**config.mk**
```make
export PLATFORM = sky130hd
export DESIGN_NAME = csi_device_flat
export DESIGN_NICKNAME = d
export VERILOG_FILES = /design/src/inc/csi_pkg.sv /design/src/inc/csi_link_if.sv /design/src/hdl/csi_device.sv /design/src/flat_wrapper.sv
export SDC_FILE = /design/constraint.sdc
export NUM_CORES = 1
export LEC_CHECK = 0
export BUFFER_PORTS_ARGS = -buffer_cell sky130_fd_sc_hd__buf_2
export CAP_MARGIN = 30
export CORE_ASPECT_RATIO = 1.2
export CORE_UTILIZATION = 59
export DETAILED_ROUTE_END_ITERATION = 16
export PLACE_DENSITY = 0.92
export SLEW_MARGIN = 20
export SYNTH_ARGS = -nofsm -noshare
export SYNTH_HDL_FRONTEND = slang
export SYNTH_SLANG_ARGS = --single-unit
```
**constraint.sdc**
```tcl
create_clock -name clk -period 3 [get_ports clk]
set_input_delay 0.75 -clock clk [delete_from_list [all_inputs] [get_ports clk]]
set_output_delay 0.75 -clock clk [all_outputs]
set_load 0.02 [all_outputs]
```
**src/inc/csi_pkg.sv**
```systemverilog
package csi_pkg;
  // device register byte addresses
  localparam logic [7:0] ADDR_IRQ_EN_A = 8'h68;
  localparam logic [7:0] ADDR_IRQ_EN_B = 8'h69;
  localparam logic [7:0] ADDR_STICKY_A = 8'h6C;
  localparam logic [7:0] ADDR_LIVE_A = 8'h6D;
  localparam logic [7:0] ADDR_STICKY_B = 8'h6E;
  localparam logic [7:0] ADDR_LIVE_B = 8'h6F;
  // field positions, group A registers
  localparam int BIT_LOS_LO = 0;
  localparam int BIT_ATTEN = 4;
  localparam int BIT_SYNTH = 5;
  localparam int BIT_SEL_LO = 6;
  // field positions, group B registers
  localparam int BIT_HOLD = 0;
  localparam int BIT_REF = 1;
  localparam int BIT_CALIB = 2;
  // reset values
  localparam logic EN_RESET = 1'h0;
  localparam logic EVENT_RESET = 1'h0;
  localparam logic [7:0] BYTE_RESET = 8'h00;
  // controller registers on the apb side
  localparam logic [7:0] APB_CMD = 8'h00;
  localparam logic [7:0] APB_STATUS = 8'h04;
  localparam int CMD_WDATA_LO = 0;
  localparam int CMD_ADDR_LO = 8;
  localparam int CMD_WRITE = 16;
  localparam int ST_BUSY = 0;
  localparam int ST_IRQ = 1;
  localparam int ST_ERR = 2;
  localparam int ST_RDATA_LO = 8;
  localparam logic [31:0] WORD_RESET = 32'h0000_0000;
  // link answer arrives one cycle after the request
  localparam int LINK_ANSWER_CYCLES = 1;
  typedef enum logic [1:0] {
    CSI_IDLE = 2'b00,
    CSI_REQ = 2'b01,
    CSI_WAIT = 2'b10
  } csi_host_state_t;
endpackage : csi_pkg

```
**src/inc/csi_link_if.sv**
```systemverilog
`timescale 1ns/100ps
interface csi_link_if;
  logic req;
  logic we;
  logic [7:0] addr;
  logic [7:0] wdata;
  logic ack;
  logic [7:0] rdata;
  logic irq_out_low;
  modport dev (
    input req,
    input we,
    input addr,
    input wdata,
    output ack,
    output rdata,
    output irq_out_low
  );
  modport host (
    output req,
    output we,
    output addr,
    output wdata,
    input ack,
    input rdata,
    input irq_out_low
  );
endinterface : csi_link_if

```
**src/hdl/csi_device.sv**
```systemverilog
`timescale 1ns/100ps
////////////////////////////////////////////////////////////////////////////////
module csi_device #(
  parameter int NUM_INPUTS = 4
) (
  input wire logic clk,
  input wire logic sys_rst,
  input wire logic clk_en,
  csi_link_if.dev link,
  input wire logic synth_lock_live,
  input wire logic atten_lock_live,
  input wire logic [NUM_INPUTS-1:0] input_activity_live,
  input wire logic reference_present_live,
  input wire logic holdover_live,
  input wire logic calib_active,
  input wire logic [1:0] selected_input_status
);

  ////////////////////////////////////////////////////////////////////////////////
  // pin synchronisers, two stages
  localparam int NSYNC = NUM_INPUTS + 7;
  logic [NSYNC-1:0] pins_raw;
  logic [NSYNC-1:0] sync1_q;
  logic [NSYNC-1:0] sync2_q;

  assign pins_raw = {calib_active, selected_input_status, holdover_live,
                     reference_present_live, atten_lock_live, synth_lock_live,
                     input_activity_live};

  always_ff @(posedge clk or posedge sys_rst) begin
    if (sys_rst) begin
      // all-good idle level, no false event latched after reset
      sync1_q <= '1;
      sync2_q <= '1;
    end else if (clk_en) begin
      sync1_q <= pins_raw;
      sync2_q <= sync1_q;
    end
  end

  wire [NUM_INPUTS-1:0] act_s = sync2_q[NUM_INPUTS-1:0];
  wire synth_s = sync2_q[NUM_INPUTS];
  wire atten_s = sync2_q[NUM_INPUTS+1];
  wire ref_s = sync2_q[NUM_INPUTS+2];
  wire hold_s = sync2_q[NUM_INPUTS+3];
  wire [1:0] sel_s = sync2_q[NUM_INPUTS+5:NUM_INPUTS+4];
  wire calib_s = sync2_q[NUM_INPUTS+6];

  ////////////////////////////////////////////////////////////////////////////////
  // register access decode
  wire wr = link.req && link.we;
  wire rd = link.req && !link.we;
  wire wr_en_a = wr && (link.addr == csi_pkg::ADDR_IRQ_EN_A);
  wire wr_en_b = wr && (link.addr == csi_pkg::ADDR_IRQ_EN_B);
  wire wr_st_a = wr && (link.addr == csi_pkg::ADDR_STICKY_A);
  wire wr_st_b = wr && (link.addr == csi_pkg::ADDR_STICKY_B);

  ////////////////////////////////////////////////////////////////////////////////
  // interrupt enables
  logic synth_en_q;
  logic atten_en_q;
  logic [NUM_INPUTS-1:0] los_en_q;
  logic ref_en_q;
  logic hold_en_q;

  always_ff @(posedge clk or posedge sys_rst) begin
    if (sys_rst) begin
      synth_en_q <= csi_pkg::EN_RESET;
      atten_en_q <= csi_pkg::EN_RESET;
      los_en_q <= '0;
      ref_en_q <= csi_pkg::EN_RESET;
      hold_en_q <= csi_pkg::EN_RESET;
    end else if (clk_en) begin
      if (wr_en_a) begin
        synth_en_q <= link.wdata[csi_pkg::BIT_SYNTH];
        atten_en_q <= link.wdata[csi_pkg::BIT_ATTEN];
        los_en_q <= link.wdata[csi_pkg::BIT_LOS_LO +: NUM_INPUTS];
      end
      if (wr_en_b) begin
        ref_en_q <= link.wdata[csi_pkg::BIT_REF];
        hold_en_q <= link.wdata[csi_pkg::BIT_HOLD];
      end
    end
  end

  ////////////////////////////////////////////////////////////////////////////////
  // event latches, high = event seen; set beats clear
  logic synth_ev_q;
  logic atten_ev_q;
  logic [NUM_INPUTS-1:0] los_ev_q;
  logic ref_ev_q;
  logic hold_ev_q;
  logic synth_ev_d;
  logic atten_ev_d;
  logic [NUM_INPUTS-1:0] los_ev_d;
  logic ref_ev_d;
  logic hold_ev_d;

  wire clr_synth = wr_st_a && link.wdata[csi_pkg::BIT_SYNTH];
  wire clr_atten = wr_st_a && link.wdata[csi_pkg::BIT_ATTEN];
  wire clr_ref = wr_st_b && link.wdata[csi_pkg::BIT_REF];
  wire clr_hold = wr_st_b && link.wdata[csi_pkg::BIT_HOLD];

  assign synth_ev_d = (synth_ev_q && !clr_synth) || !synth_s;
  assign atten_ev_d = (atten_ev_q && !clr_atten) || !atten_s;
  assign ref_ev_d = (ref_ev_q && !clr_ref) || !ref_s;
  assign hold_ev_d = (hold_ev_q && !clr_hold) || !hold_s;

  genvar gi;
  generate
    for (gi = 0; gi < NUM_INPUTS; gi++) begin : g_los
      wire clr_los = wr_st_a && link.wdata[csi_pkg::BIT_LOS_LO + gi];
      assign los_ev_d[gi] = (los_ev_q[gi] && !clr_los) || !act_s[gi];
    end
  endgenerate

  always_ff @(posedge clk or posedge sys_rst) begin
    if (sys_rst) begin
      synth_ev_q <= csi_pkg::EVENT_RESET;
      atten_ev_q <= csi_pkg::EVENT_RESET;
      los_ev_q <= '0;
      ref_ev_q <= csi_pkg::EVENT_RESET;
      hold_ev_q <= csi_pkg::EVENT_RESET;
    end else if (clk_en) begin
      synth_ev_q <= synth_ev_d;
      atten_ev_q <= atten_ev_d;
      los_ev_q <= los_ev_d;
      ref_ev_q <= ref_ev_d;
      hold_ev_q <= hold_ev_d;
    end
  end

  ////////////////////////////////////////////////////////////////////////////////
  // interrupt pin, active low
  wire irq_any = (synth_en_q && synth_ev_q)
              || (atten_en_q && atten_ev_q)
              || (|(los_en_q & los_ev_q))
              || (ref_en_q && ref_ev_q)
              || (hold_en_q && hold_ev_q);
  logic irq_low_q;

  always_ff @(posedge clk or posedge sys_rst) begin
    if (sys_rst) begin
      irq_low_q <= 1'h1;
    end else if (clk_en) begin
      irq_low_q <= !irq_any;
    end
  end

  assign link.irq_out_low = irq_low_q;

  ////////////////////////////////////////////////////////////////////////////////
  // read mux
  logic [7:0] rd_mux;

  always_comb begin
    rd_mux = csi_pkg::BYTE_RESET;
    case (link.addr)
      csi_pkg::ADDR_IRQ_EN_A: begin
        rd_mux[csi_pkg::BIT_SYNTH] = synth_en_q;
        rd_mux[csi_pkg::BIT_ATTEN] = atten_en_q;
        rd_mux[csi_pkg::BIT_LOS_LO +: NUM_INPUTS] = los_en_q;
      end
      csi_pkg::ADDR_IRQ_EN_B: begin
        rd_mux[csi_pkg::BIT_REF] = ref_en_q;
        rd_mux[csi_pkg::BIT_HOLD] = hold_en_q;
      end
      csi_pkg::ADDR_STICKY_A: begin
        rd_mux[csi_pkg::BIT_SYNTH] = !synth_ev_q;
        rd_mux[csi_pkg::BIT_ATTEN] = !atten_ev_q;
        rd_mux[csi_pkg::BIT_LOS_LO +: NUM_INPUTS] = ~los_ev_q;
      end
      csi_pkg::ADDR_LIVE_A: begin
        rd_mux[csi_pkg::BIT_SEL_LO +: 2] = sel_s;
        rd_mux[csi_pkg::BIT_SYNTH] = synth_s;
        rd_mux[csi_pkg::BIT_ATTEN] = atten_s;
        rd_mux[csi_pkg::BIT_LOS_LO +: NUM_INPUTS] = act_s;
      end
      csi_pkg::ADDR_STICKY_B: begin
        rd_mux[csi_pkg::BIT_REF] = !ref_ev_q;
        rd_mux[csi_pkg::BIT_HOLD] = !hold_ev_q;
      end
      csi_pkg::ADDR_LIVE_B: begin
        rd_mux[csi_pkg::BIT_CALIB] = calib_s;
        rd_mux[csi_pkg::BIT_REF] = ref_s;
        rd_mux[csi_pkg::BIT_HOLD] = hold_s;
      end
      default: begin
        rd_mux = csi_pkg::BYTE_RESET;
      end
    endcase
  end

  ////////////////////////////////////////////////////////////////////////////////
  // answer one cycle after each request
  logic ack_q;
  logic [7:0] rdata_q;

  always_ff @(posedge clk or posedge sys_rst) begin
    if (sys_rst) begin
      ack_q <= 1'h0;
      rdata_q <= csi_pkg::BYTE_RESET;
    end else if (clk_en) begin
      ack_q <= link.req;
      if (rd) begin
        rdata_q <= rd_mux;
      end
    end
  end

  assign link.ack = ack_q;
  assign link.rdata = rdata_q;

endmodule : csi_device

```
**src/flat_wrapper.sv**
```systemverilog
// flat-port wrapper written by rule: the top's interface ports become plain ports
module csi_device_flat 
#(
  parameter int NUM_INPUTS = 4
)
  (clk, sys_rst, clk_en, synth_lock_live, atten_lock_live, input_activity_live, reference_present_live, holdover_live, calib_active, selected_input_status, link_req, link_we, link_addr, link_wdata, link_ack, link_rdata, link_irq_out_low);
  csi_link_if link_i ();
  input wire logic clk;
  input wire logic sys_rst;
  input wire logic clk_en;
  input wire logic synth_lock_live;
  input wire logic atten_lock_live;
  input wire logic [NUM_INPUTS-1:0] input_activity_live;
  input wire logic reference_present_live;
  input wire logic holdover_live;
  input wire logic calib_active;
  input wire logic [1:0] selected_input_status;
  input wire logic [$bits(link_i.req)-1:0] link_req;
  input wire logic [$bits(link_i.we)-1:0] link_we;
  input wire logic [$bits(link_i.addr)-1:0] link_addr;
  input wire logic [$bits(link_i.wdata)-1:0] link_wdata;
  output wire logic [$bits(link_i.ack)-1:0] link_ack;
  output wire logic [$bits(link_i.rdata)-1:0] link_rdata;
  output wire logic [$bits(link_i.irq_out_low)-1:0] link_irq_out_low;
  assign link_i.req = link_req;
  assign link_i.we = link_we;
  assign link_i.addr = link_addr;
  assign link_i.wdata = link_wdata;
  assign link_ack = link_i.ack;
  assign link_rdata = link_i.rdata;
  assign link_irq_out_low = link_i.irq_out_low;
  csi_device #(.NUM_INPUTS(NUM_INPUTS)) u_core (.clk(clk), .sys_rst(sys_rst), .clk_en(clk_en), .link(link_i), .synth_lock_live(synth_lock_live), .atten_lock_live(atten_lock_live), .input_activity_live(input_activity_live), .reference_present_live(reference_present_live), .holdover_live(holdover_live), .calib_active(calib_active), .selected_input_status(selected_input_status));
endmodule
```
# After elaboration in Yosys (flattened, before gate mapping)
# Cells that the tools add are included.
[word_totals] regBits=48 inputBits=32 elab_cells=91
[op_classes] n_eq_ne=6 n_mux=4 bitwise_logic=2 reduce_logical=64
[ops] op="== test 8 x 7 -> 1 bit (second input constant)" count=6
[ops] op="logical AND 1 bit" count=26
[ops] op="logical NOT 1 bit" count=22
[ops] op="logical OR 1 bit" count=12
[ops] op="one-hot mux 2 bit (6 select lines)" count=1
[ops] op="one-hot mux 3 bit (3 select lines)" count=1
[ops] op="AND reduction 2 bit" count=3
[ops] op="bitwise AND 4 bit" count=1
[ops] op="inverter 4 bit" count=1
[ops] op="one-hot mux 1 bit (4 select lines)" count=1
[ops] op="OR reduction 4 bit" count=1
[ops] op="two-way mux 2 bit" count=1

# Longest topological paths before layout
# Gate-level depths: netlist (run 1).
[logic_depth] word_depth=6 ltp_mapped=6 depth_no_buf=4

# Least setup slack after synthesis (run 1)
# Ideal clock, no wire load.
[synth_path] path_type="input -> register" startpoint="in link_addr[7]" endpoint="reg u_core.hold_en_q" setup_ns=0.127 t_arrival_ns=1.670 path_slack_ns=1.202 path_stages=4 path_buffers=0 cell_sequence="nand4bb_4 -> nor3_4 -> nand3b_2 -> mux2_1"
[synth_via] elab_chain_cells=3
[synth_rtl] item="start: declaration" line="flat_wrapper.sv:20" rtl="input wire logic [$bits(link_i.addr)-1:0] link_addr;"
[synth_rtl] item="== test 8 x 7 -> 1 bit" line="csi_device.sv:54" rtl="wire wr_en_b = wr && (link.addr == csi_pkg::ADDR_IRQ_EN_B);"
[synth_rtl] item="logical AND 1 bit" line="csi_device.sv:54"
[synth_rtl] item="AND reduction 2 bit (no source line)"
[synth_rtl] item="end signal: assignment" line="csi_device.sv:72" rtl="hold_en_q <= csi_pkg::EN_RESET;"
[synth_rtl] item="end signal: assignment" line="csi_device.sv:81" rtl="hold_en_q <= link.wdata[csi_pkg::BIT_HOLD];"
[synth_rtl] item="end: declaration" line="csi_device.sv:64" rtl="logic hold_en_q;"
# Every way passes these cells.
# A chain may end at the register's enable or synchronous reset.

# Final worst setup path (run 1)
[layout_path] startpoint="in link_addr[0]" endpoint="reg u_core.los_ev_q[1]"
[layout_via] elab_chain_cells=6
[layout_rtl] item="== test 8 x 7 -> 1 bit" line="csi_device.sv:55" rtl="wire wr_st_a = wr && (link.addr == csi_pkg::ADDR_STICKY_A);"
[layout_rtl] item="logical AND 1 bit" line="csi_device.sv:55"
[layout_rtl] item="logical AND 1 bit" line="csi_device.sv:112" rtl="wire clr_los = wr_st_a && link.wdata[csi_pkg::BIT_LOS_LO + gi];"
[layout_rtl] item="logical NOT 1 bit" line="csi_device.sv:113" rtl="assign los_ev_d[gi] = (los_ev_q[gi] && !clr_los) || !act_s[gi];"
[layout_rtl] item="logical AND 1 bit" line="csi_device.sv:113"
[layout_rtl] item="logical OR 1 bit" line="csi_device.sv:113"
[layout_rtl] item="end signal: assignment" line="csi_device.sv:127" rtl="los_ev_q <= los_ev_d;"
[layout_rtl] item="end: declaration" line="csi_device.sv:90" rtl="logic [NUM_INPUTS-1:0] los_ev_q;"
# Every way passes these cells.

==> results.sh, run 1 <==
export IMPL_cts_setup_buffers=0
export IMPL_crit_path_end_kind="flop"
export IMPL_post_cts_resized=0
export IMPL_met3_length_um=256
export IMPL_synth_area_top_cells="dfrtp_1 28%, dfstp_2 27%, mux2_2 6.9%"
export IMPL_area_delta_synth_final_pct=16.1
export IMPL_highest_layer="met4"
export IMPL_wl_met2_mm=2.03
export IMPL_core_area_um2=3660
export IMPL_hold_viol_final=0
export IMPL_cts_sinks=48
export IMPL_grt_usage_pct=23.8
export IMPL_ys_flop_type="dfrtp_1"
export IMPL_ios=42
export IMPL_peakVddDrop_v=0.000462
export IMPL_synth_edf_count=0
export IMPL_layout_drive_gt1_share_pct=44.9
export IMPL_fill_cells=265
export IMPL_synth_seq_area_share_pct=54.2
export IMPL_startpoint_type="input pin"
export IMPL_setup_violations_final=0
export IMPL_cp_data_required_time_ps=3190
export IMPL_drt_pre_antenna_iters=4
export IMPL_clkLatencyLatePin_ps=300
export IMPL_yosysWarnings=0
export IMPL_synth_most_common_cell="dfrtp_1"
export IMPL_fin_cells=279
export IMPL_nNetsFinal=258
export IMPL_path_class="input pin to flop"
export IMPL_gp_congestion=0.881
export IMPL_yosysTopAreaCell="dfrtp_1"
export IMPL_rsz0062_at_grt="false"
export IMPL_hp_class="flop to flop"
export IMPL_wl_met1_mm=1.89
export IMPL_avgSynthCellArea_um2=12.1
export IMPL_max_cap_viol_count=0
export IMPL_grt_pass1_wl_mm=7.24
export IMPL_setup_tns_ps=0
export IMPL_synth_top_area_share_pct=27.6
export IMPL_crit_fanout=14
export IMPL_vias=1566
export IMPL_yosys_register_bits=48
export IMPL_synthCells=187
export IMPL_status="finished, final reports clean"
export IMPL_cp_slowest_cell="nor4_4"
export IMPL_grt_max_degree=41
export IMPL_grt_pass1_vias=1577
export IMPL_drc=0
export IMPL_vias_per_cell=5.61
export IMPL_drt_total_wl_mm=4.27
export IMPL_netlist_top_cells_count="25 x dfrtp_1, 23 x dfstp_2, 21 x nand2_1, 15 x inv_1, 14 x mux2_2"
export IMPL_drt_iter0_markers=71
export IMPL_root_buffer="clkbuf_8"
export IMPL_antenna_cells=0
export IMPL_die_h_um=69.9
export IMPL_antenna_found_initial=0
export IMPL_ys_async_sr_fraction_pct=100
export IMPL_ctsHoldBuffers=0
export IMPL_htree_levels=2
export IMPL_synth_nets=219
export IMPL_worstPathArrival_ps=1960
export IMPL_overflow=0
export IMPL_final_max_slew_violation_count=0
export IMPL_cts_inserted_buffers=5
export IMPL_period_share_pct=58.8
export IMPL_start_util_pct=61.9
export IMPL_p_per_area_nw_per_um2=515
export IMPL_dieWidth_um=58.6
export IMPL_fmax_mhz=567
export IMPL_hpwl_mm=3.14
export IMPL_portBuffers=39
export IMPL_slew_headroom_pct=67.9
export IMPL_clockBufferDepth=2
export IMPL_wl_per_cell_um=15.3
export IMPL_fp_row_count=24
export IMPL_seqCellArea_um2=1230
export IMPL_cts_tree="done"
export IMPL_worst_pin_slew_ps=478
export IMPL_ant_nets=0
export IMPL_slowest_delay_ps=410
export IMPL_netlist_area_um2=2270
export IMPL_die_area_um2=4100
export IMPL_yosysUniqueCellTypes=44
export IMPL_crit_chain="buf_2, nand2b_1, nor4_4, nand2_1, a22o_1"
export IMPL_path_clk_slew_ps=90
export IMPL_dp_cells=270
export IMPL_multi_input_area_um2=920
export IMPL_min_period_ps=1760
export IMPL_skew_ps=9.21
export IMPL_static_leakage_power_uw=0.00123
[where the power goes]
group	switching [uW]	total [uW]	leakage, uW	internal [uW]
clock	222	468	0.0000541	247
combinational	84.7	152	0.000635	67.0
sequential	21.9	735	0.000545	714
total	328	1360	0.00123	1030
[metal layers]
layer  GRT usage, %  up-vias
met5              0        -
met4           9.52        0
met2           37.7       52
li1               -      753
met1           31.3      750
met3           5.74       11
[placed cells by master, fill, tap and decap left out, types with 3 or more instances in the layout]
cell and n:
a211oi_1 3, a21oi_1 3, a22o_1 12, a22oi_1 3
buf_2 39, clkbuf_8 5, dfrtp_1 25, dfstp_2 23
inv_1 14, mux2_2 14, mux2_4 6, nand2_1 21
nand4_1 3, nor2_1 5, o21ai_0 13
[flip-flops by register name (all words and copies together) (netlist names)]
signal / count
u_core.sync1_q: 11
u_core.sync2_q: 11
u_core.link.rdata: 8
u_core.los_en_q: 4
u_core.los_ev_q: 4
u_core.atten_en_q: 1
u_core.atten_ev_q: 1
u_core.hold_en_q: 1
u_core.hold_ev_q: 1
u_core.link.ack: 1
u_core.link.irq_out_low: 1
u_core.ref_en_q: 1
u_core.ref_ev_q: 1
u_core.synth_en_q: 1
u_core.synth_ev_q: 1
[final timing paths]
path,slack (ps),from,end,cells after the start
hold reg to reg,480,u_core.link.rdata[2],u_core.link.rdata[2],2
setup / recovery,1240,link_addr[0],u_core.los_ev_q[1],5
min in group asynchronous,550,sys_rst,u_core.los_en_q[0],3
max in group asynchronous,2200,sys_rst,u_core.sync2_q[5],3
setup reg to reg,1680,u_core.los_en_q[1],u_core.link.rdata[1],3
hold / removal,480,u_core.link.rdata[2],u_core.link.rdata[2],2
[through the flow]
stage,utilization [%],instance area [um2],setup WS (ps),power [uW],hold slack [ps]
6_report,71.9,2630,1240,1360,477
2_1_floorplan,-,2270,1140,841,465
3_3_place_gp,68.1,2490,974,887,455
4_1_cts,71.1,2610,1240,1350,479
5_1_grt,71.9,2630,1160,1400,504
3_5_place_dp,68.1,2490,930,895,458
[final cells by class]
| cell class | instances | area share (%) |
|---|---|---|
| inverters | 15 | 2.14 |
| multi-input cells | 114 | 34.9 |
| flip-flops and latches | 48 | 46.7 |
| well taps | 52 | 2.47 |
| repair buffers | 42 | 9.51 |
| clock buffers | 5 | 2.61 |
| clock inverters | 3 | 1.62 |
[critical path, delay by kind of cell]
family,cells,cell delay [ps]
compound gates,1,190
buf+inv,1,180
simple gates,3,820
[cells by family (layout without fill, tap and decap cells)]
kind of cell | Yosys count | in the layout | synth area share, %
and+or+nand+nor | 47 | 47 | 13.6
muxes | 24 | 24 | 13.3
AOI/OAI and AO/OA | 43 | 43 | 13.6
buffers and inverters | 25 | 65 | 5.24
DFF | 48 | 48 | 54.2
Power figures use the tool's default switching activity.
==> run 2: changes to the inputs <==
--- a/config.mk
+++ b/config.mk
@@ -8,9 +8,9 @@
 export BUFFER_PORTS_ARGS = -buffer_cell sky130_fd_sc_hd__buf_2
 export CAP_MARGIN = 30
 export CORE_ASPECT_RATIO = 1.2
-export CORE_UTILIZATION = 59
+export CORE_UTILIZATION = 49
 export DETAILED_ROUTE_END_ITERATION = 16
-export PLACE_DENSITY = 0.92
+export PLACE_DENSITY = 0.83
 export SLEW_MARGIN = 20
 export SYNTH_ARGS = -nofsm -noshare
 export SYNTH_HDL_FRONTEND = slang
==> constraint.sdc (replaced) <==
create_clock -name clk -period 1.5 [get_ports clk]
set_input_delay 0.375 -clock clk [delete_from_list [all_inputs] [get_ports clk]]
set_output_delay 0.375 -clock clk [all_outputs]
set_load 0.02 [all_outputs]
==> results.sh, run 2 (synthesis gave the netlist of run 1 again) <==
export IMPL_die_h_um=76.5
export IMPL_wl_met2_mm=2.48
export IMPL_path_clk_slew_ps=90
export IMPL_final_cell_mix="39 x buf_2, 25 x dfrtp_1, 23 x dfstp_2, 21 x nand2_1"
export IMPL_met3_length_um=215
export IMPL_max_cap_viol_count=0
export IMPL_drt_pre_antenna_iters=4
export IMPL_clockBufferDepth=2
export IMPL_period_share_pct=91.0
export IMPL_rsz0062_at_grt="false"
export IMPL_r2r_cells=4
export IMPL_root_buffer="clkbuf_8"
export IMPL_reg2reg_to="u_core.link.rdata[1]"
export IMPL_die_area_um2=4910
export IMPL_cts_inserted_buffers=5
export IMPL_ctsHoldBuffers=0
export IMPL_area_delta_synth_final_pct=17.4
export IMPL_portBuffers=39
export IMPL_dieWidth_um=64.1
export IMPL_setup_violations_final=0
export IMPL_r2r_slack_ps=170
export IMPL_critPathBufInv=1
export IMPL_final_max_slew_violation_count=0
export IMPL_cts_tree="done"
export IMPL_vias=1630
export IMPL_worst_pin_slew_ps=478
export IMPL_hpwl_mm=3.37
export IMPL_skew_ps=6.57
export IMPL_fin_util_pct=61.1
export IMPL_wl_per_cell_um=16.0
export IMPL_cp_data_required_time_ps=1120
export IMPL_totalPowerFinal_uw=2700
export IMPL_fill_cells=350
export IMPL_drc=0
export IMPL_clkLatencyLatePin_ps=300
export IMPL_crit_fanout=2
export IMPL_start_util_pct=52.0
export IMPL_crit_chain="buf_2"
export IMPL_startpoint_type="flop"
export IMPL_worstPathArrival_ps=990
export IMPL_crit_path_end_kind="output port"
export IMPL_nNetsFinal=264
export IMPL_hold_viol_final=0
export IMPL_ant_nets=0
export IMPL_grt_pass1_vias=1593
export IMPL_fmax_mhz=732
export IMPL_gp_congestion=0.827
export IMPL_ios=42
export IMPL_grt_max_degree=49
export IMPL_p_per_area_nw_per_um2=1020
export IMPL_vias_per_cell=5.64
export IMPL_antenna_found_initial=0
export IMPL_cpLargestDelayFamily="flip-flops"
export IMPL_cp_slowest_cell="dfstp_2"
export IMPL_static_leakage_power_uw=0.00126
export IMPL_drt_iter0_markers=76
export IMPL_layout_drive_gt1_share_pct=46.4
export IMPL_post_cts_resized=0
export IMPL_reg2reg_from="u_core.los_ev_q[1]"
export IMPL_antenna_cells=0
export IMPL_hp_class="input pin to async pin"
export IMPL_wl_met1_mm=1.86
export IMPL_peakVddDrop_v=0.000934
export IMPL_path_class="flop to output port"
export IMPL_grt_pass1_wl_mm=7.53
export IMPL_highest_layer="met4"
export IMPL_core_area_um2=4360
export IMPL_grt_usage_pct=20.5
export IMPL_slew_headroom_pct=68.1
export IMPL_drt_total_wl_mm=4.62
export IMPL_final_common_cell="buf_2"
export IMPL_overflow=0
export IMPL_cts_setup_buffers=0
export IMPL_fp_row_count=26
export IMPL_cts_sinks=48
export IMPL_min_period_ps=1370
export IMPL_setup_tns_ps=0
export IMPL_slowest_delay_ps=530
export IMPL_htree_levels=2
export IMPL_status="finished, final reports clean"
==> run 2: cell count changes in the layout (fill, tap and decap cells not counted), sizes merged <==
cell,change
buf,+6
==> run 2: report_power, final <==
group,internal [uW],leakage [uW],total (uW),switching [uW]
Clock,493,0.0000541,922,429
Combinational,137,0.000656,310,172
Sequential,1430,0.000545,1470,44.5
Total,2060,0.00126,2700,646
==> run 2: area by class of cell <==
type                            instances  area (um2)  area share [%]
Clock inverter                          3        42.5            1.60
Timing Repair Buffer                   48         275            10.3
Sequential cell                        48        1230            46.2
Clock buffer                            5        68.8            2.58
Tap cell                               56        70.1            2.63
Multi-Input combinational cell        114         920            34.5
Inverter                               15        56.3            2.11
==> run 2: how the worst max path moves through the flow <==
| stage | startpoint | endpoint | cells after the start |
|---|---|---|---|
| floorplan | sys_rst | u_core.atten_en_q | 1 |
| global placement | link_addr[7] | u_core.los_en_q[3] | 5 |
| detailed placement | link_addr[7] | u_core.atten_en_q | 5 |
| CTS | u_core.link.irq_out_low | link_irq_out_low | 1 |
| global route | u_core.link.irq_out_low | link_irq_out_low | 1 |
| finish | u_core.link.irq_out_low | link_irq_out_low | 1 |
==> run 2: metrics by stage <==
stage                     cell area, um2  hold WS [ps]  worst slack (ps)  cells
after floorplan                     2270           465              18.6    187
after global placement              2550           429              -115    281
after detailed placement            2550           435              -136    281
after CTS                           2660           102               130    289
after global routing                2660           113               101    289
final                               2660          89.4               135    289
==> run 2: metal layers <==
metal | vias to the layer above | global-route usage (%)
met5 | - | 0
met4 | 0 | 6.22
met3 | 5 | 4.64
met2 | 48 | 36.4
met1 | 821 | 24.2
li1 | 756 | -
